$ cat src/common/ioc_pkg.sv
// Package: register map, field layout and carrier types of the change-interrupt block
package ioc_pkg;

    localparam int unsigned DATA_W = 8;

    // Register indices as seen by the serial register engine
    localparam logic [7:0] ADDR_DIRECTION    = 8'h00;
    localparam logic [7:0] ADDR_CHANGE_EN    = 8'h02;
    localparam logic [7:0] ADDR_COMPARE_VAL  = 8'h03;
    localparam logic [7:0] ADDR_COMPARE_SRC  = 8'h04;
    localparam logic [7:0] ADDR_CONFIG       = 8'h05;
    localparam logic [7:0] ADDR_FLAGS        = 8'h07;
    localparam logic [7:0] ADDR_CAPTURE      = 8'h08;
    localparam logic [7:0] ADDR_PORT         = 8'h09;
    localparam logic [7:0] ADDR_LAST         = 8'h0a;

    // Configuration register fields
    localparam int unsigned CFG_SEQ_DIS_BIT  = 5;
    localparam int unsigned CFG_OD_BIT       = 2;
    localparam int unsigned CFG_POL_BIT      = 1;
    localparam int unsigned CFG_CLR_BIT      = 0;
    localparam logic [7:0]  CFG_IMPL_MASK    = 8'h27;

    localparam logic [7:0]  RST_COMPARE_VAL  = 8'h00;
    localparam logic [7:0]  RST_COMPARE_SRC  = 8'h00;
    localparam logic [7:0]  RST_CONFIG       = 8'h00;
    localparam logic [7:0]  RST_ZERO         = 8'h00;
    localparam logic [7:0]  ADDR_STEP        = 8'h01;

    // One register access from the serial engine
    typedef struct packed {
        logic       wr;
        logic       rd;
        logic       rd_lsb_done;
        logic [7:0] addr;
        logic [7:0] wdata;
    } ioc_acc_type;

    // Interrupt pin drive
    typedef struct packed {
        logic out;
        logic oe;
    } ioc_pin_type;

endpackage

$ cat src/hw/ioc_compare_and_config.sv
// Change-interrupt compare, compare source and configuration registers
`timescale 1ns/1ns

module ioc_compare_and_config #(
    parameter int unsigned WIDTH = ioc_pkg::DATA_W
) (
    input  wire logic               i_sys_clk,
    input  wire logic               i_rst_b,
    input  wire logic [WIDTH-1:0]   i_port_pins,
    input  wire logic [WIDTH-1:0]   i_pin_is_input,
    input  wire logic [WIDTH-1:0]   i_change_irq_enable,
    input  wire ioc_pkg::ioc_acc_type i_acc,
    input  wire logic               i_byte_done,
    input  wire logic               i_addr_load,
    input  wire logic [7:0]         i_addr_load_val,
    output logic [7:0]              o_reg_addr,
    output logic [7:0]              o_rdata,
    output logic [WIDTH-1:0]        o_port_sync,
    output logic [WIDTH-1:0]        o_irq_flags,
    output logic [WIDTH-1:0]        o_captured_port_value,
    output logic                    o_irq_active,
    output logic                    o_irq_out,
    output logic                    o_irq_oe
);

    // ------------------------------------------------------------
    // Pin synchroniser
    // ------------------------------------------------------------
    logic [WIDTH-1:0] pin_meta_q;
    logic [WIDTH-1:0] pin_sync_q;

    always_ff @(posedge i_sys_clk or negedge i_rst_b)
    begin
        if (!i_rst_b)
        begin
            pin_meta_q <= '0;
            pin_sync_q <= '0;
        end
        else
        begin
            pin_meta_q <= i_port_pins;
            pin_sync_q <= pin_meta_q;
        end
    end

    // ------------------------------------------------------------
    // Registers
    // ------------------------------------------------------------
    logic [WIDTH-1:0] default_compare_value_q;
    logic [WIDTH-1:0] compare_source_select_q;
    logic [7:0]       expander_configuration_q;
    logic [WIDTH-1:0] prev_value_q;
    logic [WIDTH-1:0] captured_q;
    logic [WIDTH-1:0] flags_q;
    logic             irq_q;
    logic [7:0]       addr_q;
    logic [7:0]       addr_d;

    wire logic wr_cmp_val = i_acc.wr && (i_acc.addr == ioc_pkg::ADDR_COMPARE_VAL);
    wire logic wr_cmp_src = i_acc.wr && (i_acc.addr == ioc_pkg::ADDR_COMPARE_SRC);
    wire logic wr_cfg     = i_acc.wr && (i_acc.addr == ioc_pkg::ADDR_CONFIG);

    wire logic seq_dis  = expander_configuration_q[ioc_pkg::CFG_SEQ_DIS_BIT];
    wire logic od_sel   = expander_configuration_q[ioc_pkg::CFG_OD_BIT];
    wire logic pol_high = expander_configuration_q[ioc_pkg::CFG_POL_BIT];
    wire logic clr_sel  = expander_configuration_q[ioc_pkg::CFG_CLR_BIT];

    always_ff @(posedge i_sys_clk or negedge i_rst_b)
    begin
        if (!i_rst_b)
        begin
            default_compare_value_q  <= ioc_pkg::RST_COMPARE_VAL;
            compare_source_select_q  <= ioc_pkg::RST_COMPARE_SRC;
            expander_configuration_q <= ioc_pkg::RST_CONFIG;
        end
        else
        begin
            if (wr_cmp_val)
                default_compare_value_q <= i_acc.wdata[WIDTH-1:0];
            if (wr_cmp_src)
                compare_source_select_q <= i_acc.wdata[WIDTH-1:0];
            if (wr_cfg)
                expander_configuration_q <= i_acc.wdata & ioc_pkg::CFG_IMPL_MASK;
        end
    end

    // ------------------------------------------------------------
    // Compare and interrupt
    // ------------------------------------------------------------
    wire logic [WIDTH-1:0] ref_val = (compare_source_select_q & default_compare_value_q)
                                   | (~compare_source_select_q & prev_value_q);
    wire logic [WIDTH-1:0] armed   = i_change_irq_enable & i_pin_is_input;
    wire logic [WIDTH-1:0] mismatch = (pin_sync_q ^ ref_val) & armed;
    wire logic             cond_active = |mismatch;

    wire logic clr_addr_hit = clr_sel ? (i_acc.addr == ioc_pkg::ADDR_CAPTURE)
                                      : (i_acc.addr == ioc_pkg::ADDR_PORT);
    // Flag bits pend only for enabled pins; clear waits for the last bit out
    wire logic clr_req  = i_acc.rd_lsb_done && clr_addr_hit;
    // Level conditions would re-fire at once, so a clear is refused while one holds
    wire logic clr_take = clr_req && irq_q && !cond_active;

    always_ff @(posedge i_sys_clk or negedge i_rst_b)
    begin
        if (!i_rst_b)
        begin
            irq_q        <= 1'b0;
            flags_q      <= ioc_pkg::RST_ZERO[WIDTH-1:0];
            captured_q   <= ioc_pkg::RST_ZERO[WIDTH-1:0];
            prev_value_q <= ioc_pkg::RST_ZERO[WIDTH-1:0];
        end
        else if (!irq_q)
        begin
            if (cond_active)
            begin
                irq_q      <= 1'b1;
                flags_q    <= mismatch;
                captured_q <= pin_sync_q;
            end
        end
        else if (clr_take)
        begin
            irq_q        <= 1'b0;
            flags_q      <= ioc_pkg::RST_ZERO[WIDTH-1:0];
            prev_value_q <= pin_sync_q;
        end
    end

    // Pin-change reference must start at the pin level, else first compare fires
    // spuriously; the reference is loaded on clear only, so an idle reset value
    // of zero means the first high pin reports as a change.

    // ------------------------------------------------------------
    // Register pointer
    // ------------------------------------------------------------
    function automatic logic [7:0] next_addr(input logic [7:0] a, input logic hold);
        logic [7:0] n;
        n = a;
        if (!hold)
            n = (a == ioc_pkg::ADDR_LAST) ? ioc_pkg::ADDR_DIRECTION : a + ioc_pkg::ADDR_STEP;
        return n;
    endfunction

    always_comb
    begin
        addr_d = addr_q;
        if (i_addr_load)
            addr_d = i_addr_load_val;
        else if (i_byte_done)
            addr_d = next_addr(addr_q, seq_dis);
    end

    always_ff @(posedge i_sys_clk or negedge i_rst_b)
    begin
        if (!i_rst_b)
            addr_q <= ioc_pkg::ADDR_DIRECTION;
        else
            addr_q <= addr_d;
    end

    // ------------------------------------------------------------
    // Read data and pin drive
    // ------------------------------------------------------------
    logic [7:0] rdata_d;
    logic [7:0] rdata_q;

    always_comb
    begin
        rdata_d = ioc_pkg::RST_ZERO;
        case (i_acc.addr)
            ioc_pkg::ADDR_COMPARE_VAL: rdata_d[WIDTH-1:0] = default_compare_value_q;
            ioc_pkg::ADDR_COMPARE_SRC: rdata_d[WIDTH-1:0] = compare_source_select_q;
            ioc_pkg::ADDR_CONFIG:      rdata_d = expander_configuration_q;
            ioc_pkg::ADDR_FLAGS:       rdata_d[WIDTH-1:0] = flags_q;
            ioc_pkg::ADDR_CAPTURE:     rdata_d[WIDTH-1:0] = captured_q;
            default:                   rdata_d = ioc_pkg::RST_ZERO;
        endcase
    end

    always_ff @(posedge i_sys_clk or negedge i_rst_b)
    begin
        if (!i_rst_b)
            rdata_q <= ioc_pkg::RST_ZERO;
        else
            rdata_q <= rdata_d;
    end

    ioc_pkg::ioc_pin_type pin_drv;

    always_comb
    begin
        if (od_sel)
        begin
            pin_drv.out = 1'b0;
            pin_drv.oe  = irq_q;
        end
        else
        begin
            pin_drv.out = pol_high ? irq_q : !irq_q;
            pin_drv.oe  = 1'b1;
        end
    end

    assign o_reg_addr            = addr_q;
    assign o_rdata               = rdata_q;
    assign o_port_sync           = pin_sync_q;
    assign o_irq_flags           = flags_q;
    assign o_captured_port_value = captured_q;
    assign o_irq_active          = irq_q;
    assign o_irq_out             = pin_drv.out;
    assign o_irq_oe              = pin_drv.oe;

endmodule

$ cat config.mk
export PLATFORM = sky130hd
export DESIGN_NAME = ioc_compare_and_config
export DESIGN_NICKNAME = d
export VERILOG_FILES = /design/src/common/ioc_pkg.sv /design/src/hw/ioc_compare_and_config.sv
export SDC_FILE = /design/constraint.sdc
export NUM_CORES = 1
export LEC_CHECK = 0
export ABC_AREA = 1
export ABC_CLOCK_PERIOD_IN_PS = 1800
export BUFFER_PORTS_ARGS = -buffer_cell sky130_fd_sc_hd__buf_4
export CAP_MARGIN = 20
export CORE_AREA = 2 2 90 92
export CTS_CLUSTER_DIAMETER = 100
export DETAILED_ROUTE_END_ITERATION = 6
export DIE_AREA = 0 0 92 94
export GPL_TIMING_DRIVEN = 0
export PLACE_DENSITY = 0.74
export SETUP_SLACK_MARGIN = 0.1
export SLEW_MARGIN = 5
export SYNTH_ARGS = -nofsm -noshare
export SYNTH_HDL_FRONTEND = slang
export SYNTH_SLANG_ARGS = --single-unit
$ cat constraint.sdc
create_clock -name i_sys_clk -period 1.8 [get_ports i_sys_clk]
set_input_delay 0.09 -clock i_sys_clk [delete_from_list [all_inputs] [get_ports i_sys_clk]]
set_output_delay 0.09 -clock i_sys_clk [all_outputs]
set_load 0.01 [all_outputs]
==> impl_metrics.env, run 1 <==
export IMPL_layout_drive_gt1_share=0.323
export IMPL_io_buffer_count=95
export IMPL_die_w_um=92
export IMPL_final_setup_viol_count=0
export IMPL_timing_max_cap_violations=0
export IMPL_layout_cells_most_common_list="nand2_1 (114), buf_4 (99), dfrtp_1 (77), inv_1 (49), nand3_1 (35)"
export IMPL_global_placement_routability_congestion=0.825
export IMPL_via_count=3356
export IMPL_use_met2=0.388
export IMPL_worst_ir_drop_vdd_v=0.000504
export IMPL_y_dimension_of_the_die_um=94
export IMPL_synth_avg_cell_area_um2=8.80
export IMPL_crit_path_max_fo=10
export IMPL_detailedRoute_firstPassIterationCount=4
export IMPL_hold_path_end="compare_source_select_q[6]"
export IMPL_vias_in_the_first_global_route=3252
export IMPL_initial_antenna_violation_count=0
export IMPL_detail_route_wl_per_cell_um=14.7
export IMPL_met3_usage=0.0594
export IMPL_status="completed"
export IMPL_starting_density_of_the_core=0.487
export IMPL_timing_critical_path_required_ps=2090
export IMPL_worst_slew_slack_as_a_fraction_of_its_limit=0.347
export IMPL_number_of_primary_i_o_pins=98
export IMPL_clk_pin_slew_ps=80
export IMPL_route_final_wire_length_um=9640
export IMPL_setup_worst_path_start_class="flip-flop"
export IMPL_yosysWarnings=0
export IMPL_fp_dieArea_um2=8650
export IMPL_drt_first_iter_violations=272
export IMPL_clock_latency_ps=360
export IMPL_htree_num_levels=3
export IMPL_clock_tree_from_tritoncts="yes"
export IMPL_grt_max_degree=78
export IMPL_mostFrequentLayoutCell="nand2_1"
export IMPL_worstHoldPathCells=3
export IMPL_synthesis_instances=421
export IMPL_reg2reg_to="o_irq_flags[1]"
export IMPL_grt_pass1_wl_um=15400
export IMPL_setup_repair_after_global_routing_missed_its_margin="yes"
export IMPL_yosys_register_bits=77
export IMPL_synthDistinctLibCells=33
export IMPL_final_fill_count=637
export IMPL_netlist_area_um2=3700
export IMPL_worstPathBufferInverterCount=2
export IMPL_timing_critical_path_to_type="flip-flop"
export IMPL_largest_incremental_delay_on_the_critical_path_ps=410
export IMPL_cts_inserted_buffers=9
export IMPL_path_cells="inv_2 > nand2_2 > nand2_2 > nand2_1 > nand3b_1 > nand2_2 > nor2_4 > nand2_2 > nand2_4 > buf_12 > nand3_2 > nand2_2"
export IMPL_cts_root_buf="clkbuf_8"
export IMPL_worst_slew_pin_transition_ps=980
export IMPL_globalRouteMet1Util=0.297
export IMPL_setup_tns_final_ps=0
export IMPL_max_clock_path_buffers=2
export IMPL_mappedNetlistNets=478
export IMPL_worstReg2RegStart="compare_source_select_q[5]"
export IMPL_report_final_slew_viol_count=0
export IMPL_most_crowded_layer_gr="met2"
export IMPL_worst_clock_skew_ps=11.1
export IMPL_area_growth_synth_to_final_pct=34.3
export IMPL_route_antenna_remaining_nets=0
export IMPL_grtUsageTotal=0.232
export IMPL_crit_path_frequent_cell="nand2_2"
export IMPL_hpwl_um=6600
export IMPL_fp_row_count=32
export IMPL_finalPower_uw=3950
export IMPL_setup_reg_to_reg_worst_slack_ps=190
export IMPL_synth_sequential_area_ratio=0.520
export IMPL_drc=0
export IMPL_static_power_due_to_leakage_uw=0.00251
export IMPL_n_diodes=0
export IMPL_hp_class="input port to flip-flop"
export IMPL_core_area_um2=7610
export IMPL_max_freq_mhz=620
export IMPL_worst_path_max_delay_cell="dfrtp_1"
export IMPL_p_per_area_nw_per_um2=793
export IMPL_final_nets=607
export IMPL_finalCritPeriodShare=0.896
export IMPL_r2r_cells=12
export IMPL_timing_worst_setup_path_type="flip-flop to flip-flop"
export IMPL_crit_path_dat_ps=1910
export IMPL_finalWorstPathRequiredPeriod_ps=1610
export IMPL_timing_final_hold_violations=0
export IMPL_clkSinkCount=77
export IMPL_grt_overflow_total=0
export IMPL_cpLargestDelayFamily="simple AND/OR/NAND/NOR gates"
export IMPL_timing_hold_worst_start="i_acc[6]"
export IMPL_viasPerCell=5.11
## worst min-delay path, cell delays in order
cell	delay, ps
buf_4	70
inv_1	40
o21ai_1	120
## stage by stage
stage / util / area [um2] / setup slack, ps / std cells / hold slack [ps]
final: 0.654 / 4980 / 187 / 657 / 14.0
after global routing: 0.654 / 4980 / 48.6 / 657 / 20.5
after CTS: 0.645 / 4900 / 142 / 652 / 6.81
after detailed placement: 0.598 / 4550 / 116 / 618 / 200
after global placement: 0.598 / 4550 / 169 / 618 / 199
after floorplan: - / 3700 / 392 / 421 / -206
## power breakdown
| group | switching [uW] | total [uW] | leakage (uW) | internal (uW) |
|---|---|---|---|---|
| sequential | 125 | 2000 | 0.00101 | 1870 |
| combinational | 390 | 758 | 0.00142 | 368 |
| clock | 651 | 1190 | 0.0000815 | 538 |
| total | 1170 | 3950 | 0.00251 | 2780 |
## worst max path at each step
stage / slack (ps) / to / cells after the start / startpoint
floorplan: 390 / prev_value_q[4] / 9 / o_port_sync[2]
global placement: 170 / default_compare_value_q[5] / 10 / i_acc[14]
detailed placement: 120 / default_compare_value_q[6] / 10 / i_acc[14]
CTS: 140 / o_irq_oe / 3 / o_irq_active
global route: 50 / o_captured_port_value[5] / 12 / compare_source_select_q[5]
finish: 190 / o_irq_flags[1] / 12 / compare_source_select_q[5]
## routing by layer
metal / wire (um) / share of wire / up-vias
met5: 0 / 0 / -
met4: 173 / 0.018 / 0
met3: 740 / 0.077 / 21
met2: 4790 / 0.50 / 134
met1: 3930 / 0.41 / 1580
li1: - / - / 1621
## Yosys cell counts (all sizes together)
cell	count	area share
dfrtp	77	0.52
nand3b	2	0.0041
clkbuf	2	0.0020
a22o	2	0.0047
buf	7	0.019
nand2	135	0.15
nor3	1	0.0013
o211ai	4	0.0081
o2111ai	5	0.012
ha	2	0.0068
xor2	3	0.0071
inv	57	0.058
a21oi	2	0.0027
or2	3	0.0051
o22ai	1	0.0017
nand3	45	0.076
o21ai	46	0.070
nor4	1	0.0057
clkinv	1	0.0010
nand4	11	0.019
nor2	14	0.024
## area by class of cell
| cell class | instances | area [um2] | area share |
|---|---|---|---|
| well taps | 102 | 128 | 0.0256 |
| inverters | 58 | 221 | 0.0445 |
| repair buffers | 118 | 948 | 0.191 |
| plain buffers | 9 | 86.3 | 0.0173 |
| flip-flops and latches | 77 | 1930 | 0.387 |
| multi-input cells | 277 | 1490 | 0.299 |
| clock inverters | 5 | 36.3 | 0.00729 |
| clock buffers | 11 | 141 | 0.0284 |
## what timing repair did
item / 4_1_cts / 5_1_grt
resized for setup: 0 / 6
setup buffers: 0 / 4
setup endpoints to repair: 0 / 26
hold endpoints to repair: 94 / 0
hold buffers: 18 / 0
## kinds of logic after synthesis
kind of cell | synth area share
buf+inv | 0.0797
flops | 0.520
simple gates | 0.287
xor+xnor | 0.00709
fa+ha+maj | 0.00675
compound gates | 0.0993
## state kept, by name, summed over array words and instances, names as in the netlist
name,count
o_captured_port_value,8
o_port_sync,8
o_rdata,8
pin_meta_q,8
compare_source_select_q,8
o_irq_active,1
o_irq_flags,8
expander_configuration_q,4
prev_value_q,8
o_reg_addr,8
default_compare_value_q,8
(Power assumes the default switching activity.)
==> inputs of run 2 (changes only) <==
Settings changed: ABC_CLOCK_PERIOD_IN_PS 1800 to 1450, CORE_AREA 2 2 90 92 to 2 2 91 93, DIE_AREA 0 0 92 94 to 0 0 93 95, PLACE_DENSITY 0.74 to 0.76.
Clock period 1.8 ns to 1.45 ns, I/O delays scaled along.
==> run 2 against run 1 <==
  * Cell count up 5.2%
  * Core utilization up 4.8 points
  * Wire length up 22%
  * First-iteration DRC count up 18%
  * The flow now finishes with violations (setup timing)
  * Critical path type unchanged
==> impl_metrics.env, run 2 (same netlist as run 1, synthesis figures left out) <==
export IMPL_status="complete, but fails checks"
export IMPL_violations="setup timing"
export IMPL_io_buffer_count=95
export IMPL_finalCritPeriodShare=1.13
export IMPL_initial_antenna_violation_count=0
export IMPL_core_area_um2=7930
export IMPL_global_placement_routability_congestion=0.852
export IMPL_max_freq_mhz=608
export IMPL_cpLargestDelayFamily="simple AND/OR/NAND/NOR gates"
export IMPL_area_sequential_um2=1930
export IMPL_die_w_um=93
export IMPL_worst_path_max_delay_cell="dfrtp_1"
export IMPL_y_dimension_of_the_die_um=95
export IMPL_drc=0
export IMPL_timing_critical_path_to_type="flip-flop"
export IMPL_timing_final_hold_violations=0
export IMPL_final_fill_count=600
export IMPL_setup_repair_after_global_routing_missed_its_margin="yes"
export IMPL_finalPower_uw=5550
export IMPL_p_per_area_nw_per_um2=998
export IMPL_max_clock_path_buffers=2
export IMPL_drt_first_iter_violations=321
export IMPL_fp_dieArea_um2=8840
export IMPL_clock_latency_ps=360
export IMPL_placedInstanceArea_um2=4560
export IMPL_layout_cells_most_common_list="buf_4 (120), nand2_1 (97), dfrtp_1 (71), inv_1 (31), nand2_2 (30)"
export IMPL_setup_worst_path_start_class="flip-flop"
export IMPL_mostFrequentLayoutCell="buf_4"
export IMPL_grt_max_degree=78
export IMPL_hpwl_um=6820
export IMPL_finalWorstPathRequiredPeriod_ps=1640
export IMPL_path_cells="inv_2 > nand3_1 > nand3_2 > nand2_2 > nor2_4 > nand2_2 > nand2_8 > buf_12 > nand3_2 > nand2_2"
export IMPL_number_of_primary_i_o_pins=98
export IMPL_htree_num_levels=3
export IMPL_via_count=3711
export IMPL_static_power_due_to_leakage_uw=0.00274
export IMPL_layout_drive_gt1_share=0.461
export IMPL_cp_startpoint="o_port_sync[2]"
export IMPL_report_final_slew_viol_count=0
export IMPL_finalInstanceArea_um2=5560
export IMPL_cts_inserted_buffers=9
export IMPL_post_place_ws_ps=-232
export IMPL_largest_incremental_delay_on_the_critical_path_ps=430
export IMPL_route_antenna_remaining_nets=0
export IMPL_crit_path_dat_ps=1940
export IMPL_crit_path_max_fo=6
export IMPL_vias_in_the_first_global_route=3435
export IMPL_starting_density_of_the_core=0.467
export IMPL_final_setup_viol_count=25
export IMPL_grt_pass1_wl_um=16400
export IMPL_worst_clock_skew_ps=12.4
export IMPL_worstReg2RegStart="o_port_sync[2]"
export IMPL_detailedRoute_firstPassIterationCount=5
export IMPL_cts_root_buf="clkbuf_8"
export IMPL_crit_path_frequent_cell="nand2_2"
export IMPL_grtUsageTotal=0.245
export IMPL_clkSinkCount=77
export IMPL_timing_worst_setup_path_type="flip-flop to flip-flop"
export IMPL_worstPathBufferInverterCount=2
export IMPL_worst_ir_drop_vdd_v=0.000927
export IMPL_n_diodes=0
export IMPL_timing_critical_path_required_ps=1750
export IMPL_final_nets=638
export IMPL_worst_slew_pin_transition_ps=969
export IMPL_route_final_wire_length_um=11800
export IMPL_final_setup_worst_slack_ps=-194
export IMPL_fp_row_count=33
export IMPL_timing_hold_worst_start="i_acc[2]"
export IMPL_detail_route_wl_per_cell_um=17.0
export IMPL_timing_max_cap_violations=0
export IMPL_finish_utilization=0.702
export IMPL_clk_pin_slew_ps=80
export IMPL_viasPerCell=5.37
export IMPL_grt_overflow_total=0
export IMPL_clock_tree_from_tritoncts="yes"
export IMPL_multi_input_combinational_cell_area_um2=1720
export IMPL_area_growth_synth_to_final_pct=50.2
export IMPL_hp_class="input port to flip-flop"
export IMPL_worst_slew_slack_as_a_fraction_of_its_limit=0.354
[run 2: cell count changes in the layout (fill, tap and decap cells not counted), moves of 8 or more]
cell,delta
buf_4,+21
inv_1,-18
inv_2,+17
nand2_1,-17
nand2_2,+11
nand3_1,-8
[run 2: final timing paths]
check | end | slack (ps) | cells past startpoint
hold reg to reg | o_port_sync[4] | 350 | 0
min in group asynchronous | o_irq_flags[4] | 410 | 2
setup reg to reg | o_irq_flags[2] | -190 | 10
max in group asynchronous | o_reg_addr[1] | 360 | 2
setup / recovery | o_irq_flags[2] | -190 | 10
hold / removal | compare_source_select_q[2] | 6 | 3
[run 2: layout make-up]
type / count / share of cell area
Sequential cell: 77 / 0.348
Multi-Input combinational cell: 277 / 0.310
Timing Repair Buffer: 149 / 0.221
Inverter: 58 / 0.0405
Tap cell: 105 / 0.0236
Clock buffer: 10 / 0.0229
Buffer: 9 / 0.0189
Clock inverter: 6 / 0.0155
[run 2: timing repair]
item / CTS / global route
endpoints found under the hold margin: 98 / 0
pin swaps: 10 / 20
endpoints found under the setup margin: 28 / 41
hold buffers: 22 / 0
gates cloned: 1 / 1
setup buffers: 11 / 19
resized for setup: 31 / 60
[run 2: routing by layer]
metal	vias up	GRT usage	part of all wire
li1	1691	-	-
met5	-	0	0
met2	185	0.411	0.51
met3	45	0.0503	0.071
met1	1790	0.299	0.38
met4	0	0.130	0.041
[run 2: worst min-delay path, delay by kind of cell]
kind                   cells  cell delay (ps)
AOI/OAI and AO/OA          1              130
buffers and inverters      2              130
[run 2: per-stage QoR]
stage                     TNS (ps)  cells  hold slack (ps)
after floorplan                  0    421             -223
after global routing         -6350    691             35.1
final                        -3630    691             5.80
after global placement       -3310    621              182
after CTS                    -2310    671             2.79
after detailed placement     -4630    621              183
[run 2: power breakdown]
group | total, uW | internal, uW | switching [uW] | leakage, uW
Sequential | 2530 | 2330 | 203 | 0.00100
Combinational | 1200 | 593 | 605 | 0.00164
Clock | 1820 | 970 | 848 | 0.000107
==> inputs of run 3 (changes only) <==
Settings changed: ABC_CLOCK_PERIOD_IN_PS 1450 to 1350, BUFFER_PORTS_ARGS -buffer_cell sky130_fd_sc_hd__buf_4 to -buffer_cell sky130_fd_sc_hd__buf_2.
Clock period 1.45 ns to 1.35 ns, I/O delays scaled along.
==> run 3 against run 2 <==
  * The run still ends with setup timing left
  * Sequential share of layout area grew 1.7 points
  * Clock power is essentially flat
  * Count of clock-buffer cells in the layout is the same
  * Wire length shrank 9.3%
  * Combinational power shrank 4%
  * Critical path type unchanged
==> impl_metrics.env, run 3 (same netlist as run 1, synthesis figures left out) <==
export IMPL_grt_pass1_wl_um=16300
export IMPL_setup_worst_path_start_class="flip-flop"
export IMPL_drt_first_iter_violations=216
export IMPL_grtUsageTotal=0.242
export IMPL_via_count=3584
export IMPL_vias_in_the_first_global_route=3369
export IMPL_fp_row_count=33
export IMPL_drc=0
export IMPL_worst_clock_skew_ps=7.88
export IMPL_max_clock_path_buffers=2
export IMPL_core_area_um2=7930
export IMPL_detail_route_wirelength_met1_um=4420
export IMPL_fp_dieArea_um2=8840
export IMPL_worst_ir_drop_vdd_v=0.000590
export IMPL_final_setup_worst_slack_ps=-256
export IMPL_crit_path_dat_ps=1900
export IMPL_finish_utilization=0.669
export IMPL_clk_pin_slew_ps=90
export IMPL_highest_signal_layer="met4"
export IMPL_status="complete, but fails checks"
export IMPL_worst_slew_slack_as_a_fraction_of_its_limit=0.653
export IMPL_finalWorstPathRequiredPeriod_ps=1610
export IMPL_timing_final_hold_violations=0
export IMPL_hpwl_um=6820
export IMPL_global_placement_routability_congestion=0.813
export IMPL_finalPower_uw=5670
export IMPL_timing_critical_path_required_ps=1650
export IMPL_route_antenna_remaining_nets=0
export IMPL_grt_overflow_total=0
export IMPL_clock_latency_ps=360
export IMPL_n_diodes=0
export IMPL_viasPerCell=5.20
export IMPL_y_dimension_of_the_die_um=95
export IMPL_report_final_slew_viol_count=0
export IMPL_met3WireLength_um=610
export IMPL_route_final_wire_length_um=10700
export IMPL_p_per_area_nw_per_um2=1070
export IMPL_route_met2_wl_um=5280
export IMPL_clock_tree_from_tritoncts="yes"
export IMPL_io_buffer_count=95
export IMPL_timing_max_cap_violations=0
export IMPL_timing_worst_setup_path_type="flip-flop to flip-flop"
export IMPL_htree_num_levels=3
export IMPL_violations="setup timing"
export IMPL_cts_inserted_buffers=9
export IMPL_starting_density_of_the_core=0.467
export IMPL_setup_repair_after_global_routing_missed_its_margin="yes"
export IMPL_area_growth_synth_to_final_pct=43.1
export IMPL_grt_max_degree=54
export IMPL_clkSinkCount=77
export IMPL_worst_slew_pin_transition_ps=520
export IMPL_timing_critical_path_to_type="flip-flop"
export IMPL_crit_path_max_fo=7
export IMPL_layout_drive_gt1_share=0.452
export IMPL_mostFrequentLayoutCell="nand2_1"
export IMPL_detailedRoute_firstPassIterationCount=5
export IMPL_die_w_um=93
export IMPL_static_power_due_to_leakage_uw=0.00268
export IMPL_initial_antenna_violation_count=0
export IMPL_final_fill_count=640
export IMPL_final_setup_viol_count=25
export IMPL_layout_cells_most_common_list="nand2_1 (100), buf_2 (96), dfrtp_1 (73), inv_1 (34), nand3_1 (29)"
export IMPL_cts_root_buf="clkbuf_8"
export IMPL_number_of_primary_i_o_pins=98
export IMPL_detail_route_wl_per_cell_um=15.5
export IMPL_final_nets=636
export IMPL_max_freq_mhz=623
export IMPL_hp_class="input port to flip-flop"
export IMPL_finalCritPeriodShare=1.19
export IMPL_hold_worst_slack_ps=5.38
==> run 3: metrics by stage <==
| stage | setup TNS (ps) | setup slack (ps) | cells | cell area (um2) |
|---|---|---|---|---|
| finish | -5710 | -256 | 689 | 5300 |
| global route | -8690 | -368 | 689 | 5300 |
| CTS | -5170 | -250 | 681 | 5080 |
| detailed placement | -7710 | -271 | 622 | 4360 |
| global placement | -31000 | -328 | 621 | 4330 |
| floorplan | -326 | -27.4 | 421 | 3720 |
==> run 3: path summary, 6_finish.rpt <==
| kind | start | endpoint | slack (ps) | cells after the start |
|---|---|---|---|---|
| worst max-delay path | compare_source_select_q[5] | o_irq_flags[5] | -260 | 12 |
| worst min-delay path | i_acc[2] | compare_source_select_q[2] | 5 | 3 |
| worst max register to register | compare_source_select_q[5] | o_irq_flags[5] | -260 | 12 |
| worst min register to register | pin_meta_q[5] | o_port_sync[5] | 360 | 0 |
| max in group asynchronous | i_rst_b | o_reg_addr[1] | 590 | 3 |
| min in group asynchronous | i_rst_b | o_port_sync[7] | 160 | 2 |
==> run 3: report_power, final <==
| part | internal, uW | total (uW) | switching [uW] |
|---|---|---|---|
| Sequential | 2500 | 2700 | 194 |
| Clock | 917 | 1830 | 914 |
| Combinational | 518 | 1150 | 630 |
| Total | 3940 | 5670 | 1740 |
==> run 3: routing by layer <==
metal / vias to the layer above / global-route usage
met3: 33 / 0.0383
met5: - / 0
met4: 0 / 0.125
met1: 1714 / 0.314
met2: 150 / 0.394
li1: 1687 / -
==> run 3: repair_timing <==
item | 4_1_cts | 5_1_grt
pin swaps | 19 | 17
gates cloned | 1 | 1
endpoints found under the hold margin | 63 | 0
endpoints found under the setup margin | 33 | 44
buffers inserted | 21 | 10
gates resized for setup | 40 | 38
hold buffers | 21 | 0
==> run 3: final cells by class <==
cell class                 instances  area [um2]  area share
sequential                        77        1930       0.364
inverter                          58         225      0.0425
timing repair buffer             147        1000       0.189
multi-input combinational        277        1710       0.322
clock inverter                     6        70.1      0.0132
clock buffer                      10         138      0.0260
buffer                             9        95.1      0.0179
tap                              105         131      0.0248
==> run 3: worst max-delay path, stage by stage, from the launching register on <==
cell and delay, ps:
dfrtp_1 410, inv_2 80, nand2_2 50, nand2_1 60, nand2_1 50, nand3b_1 130, nand2_2 80, nor2_4 180
nand2_4 90, nand2_8 120, clkbuf_16 170, nand3_2 60, nand2_2 50
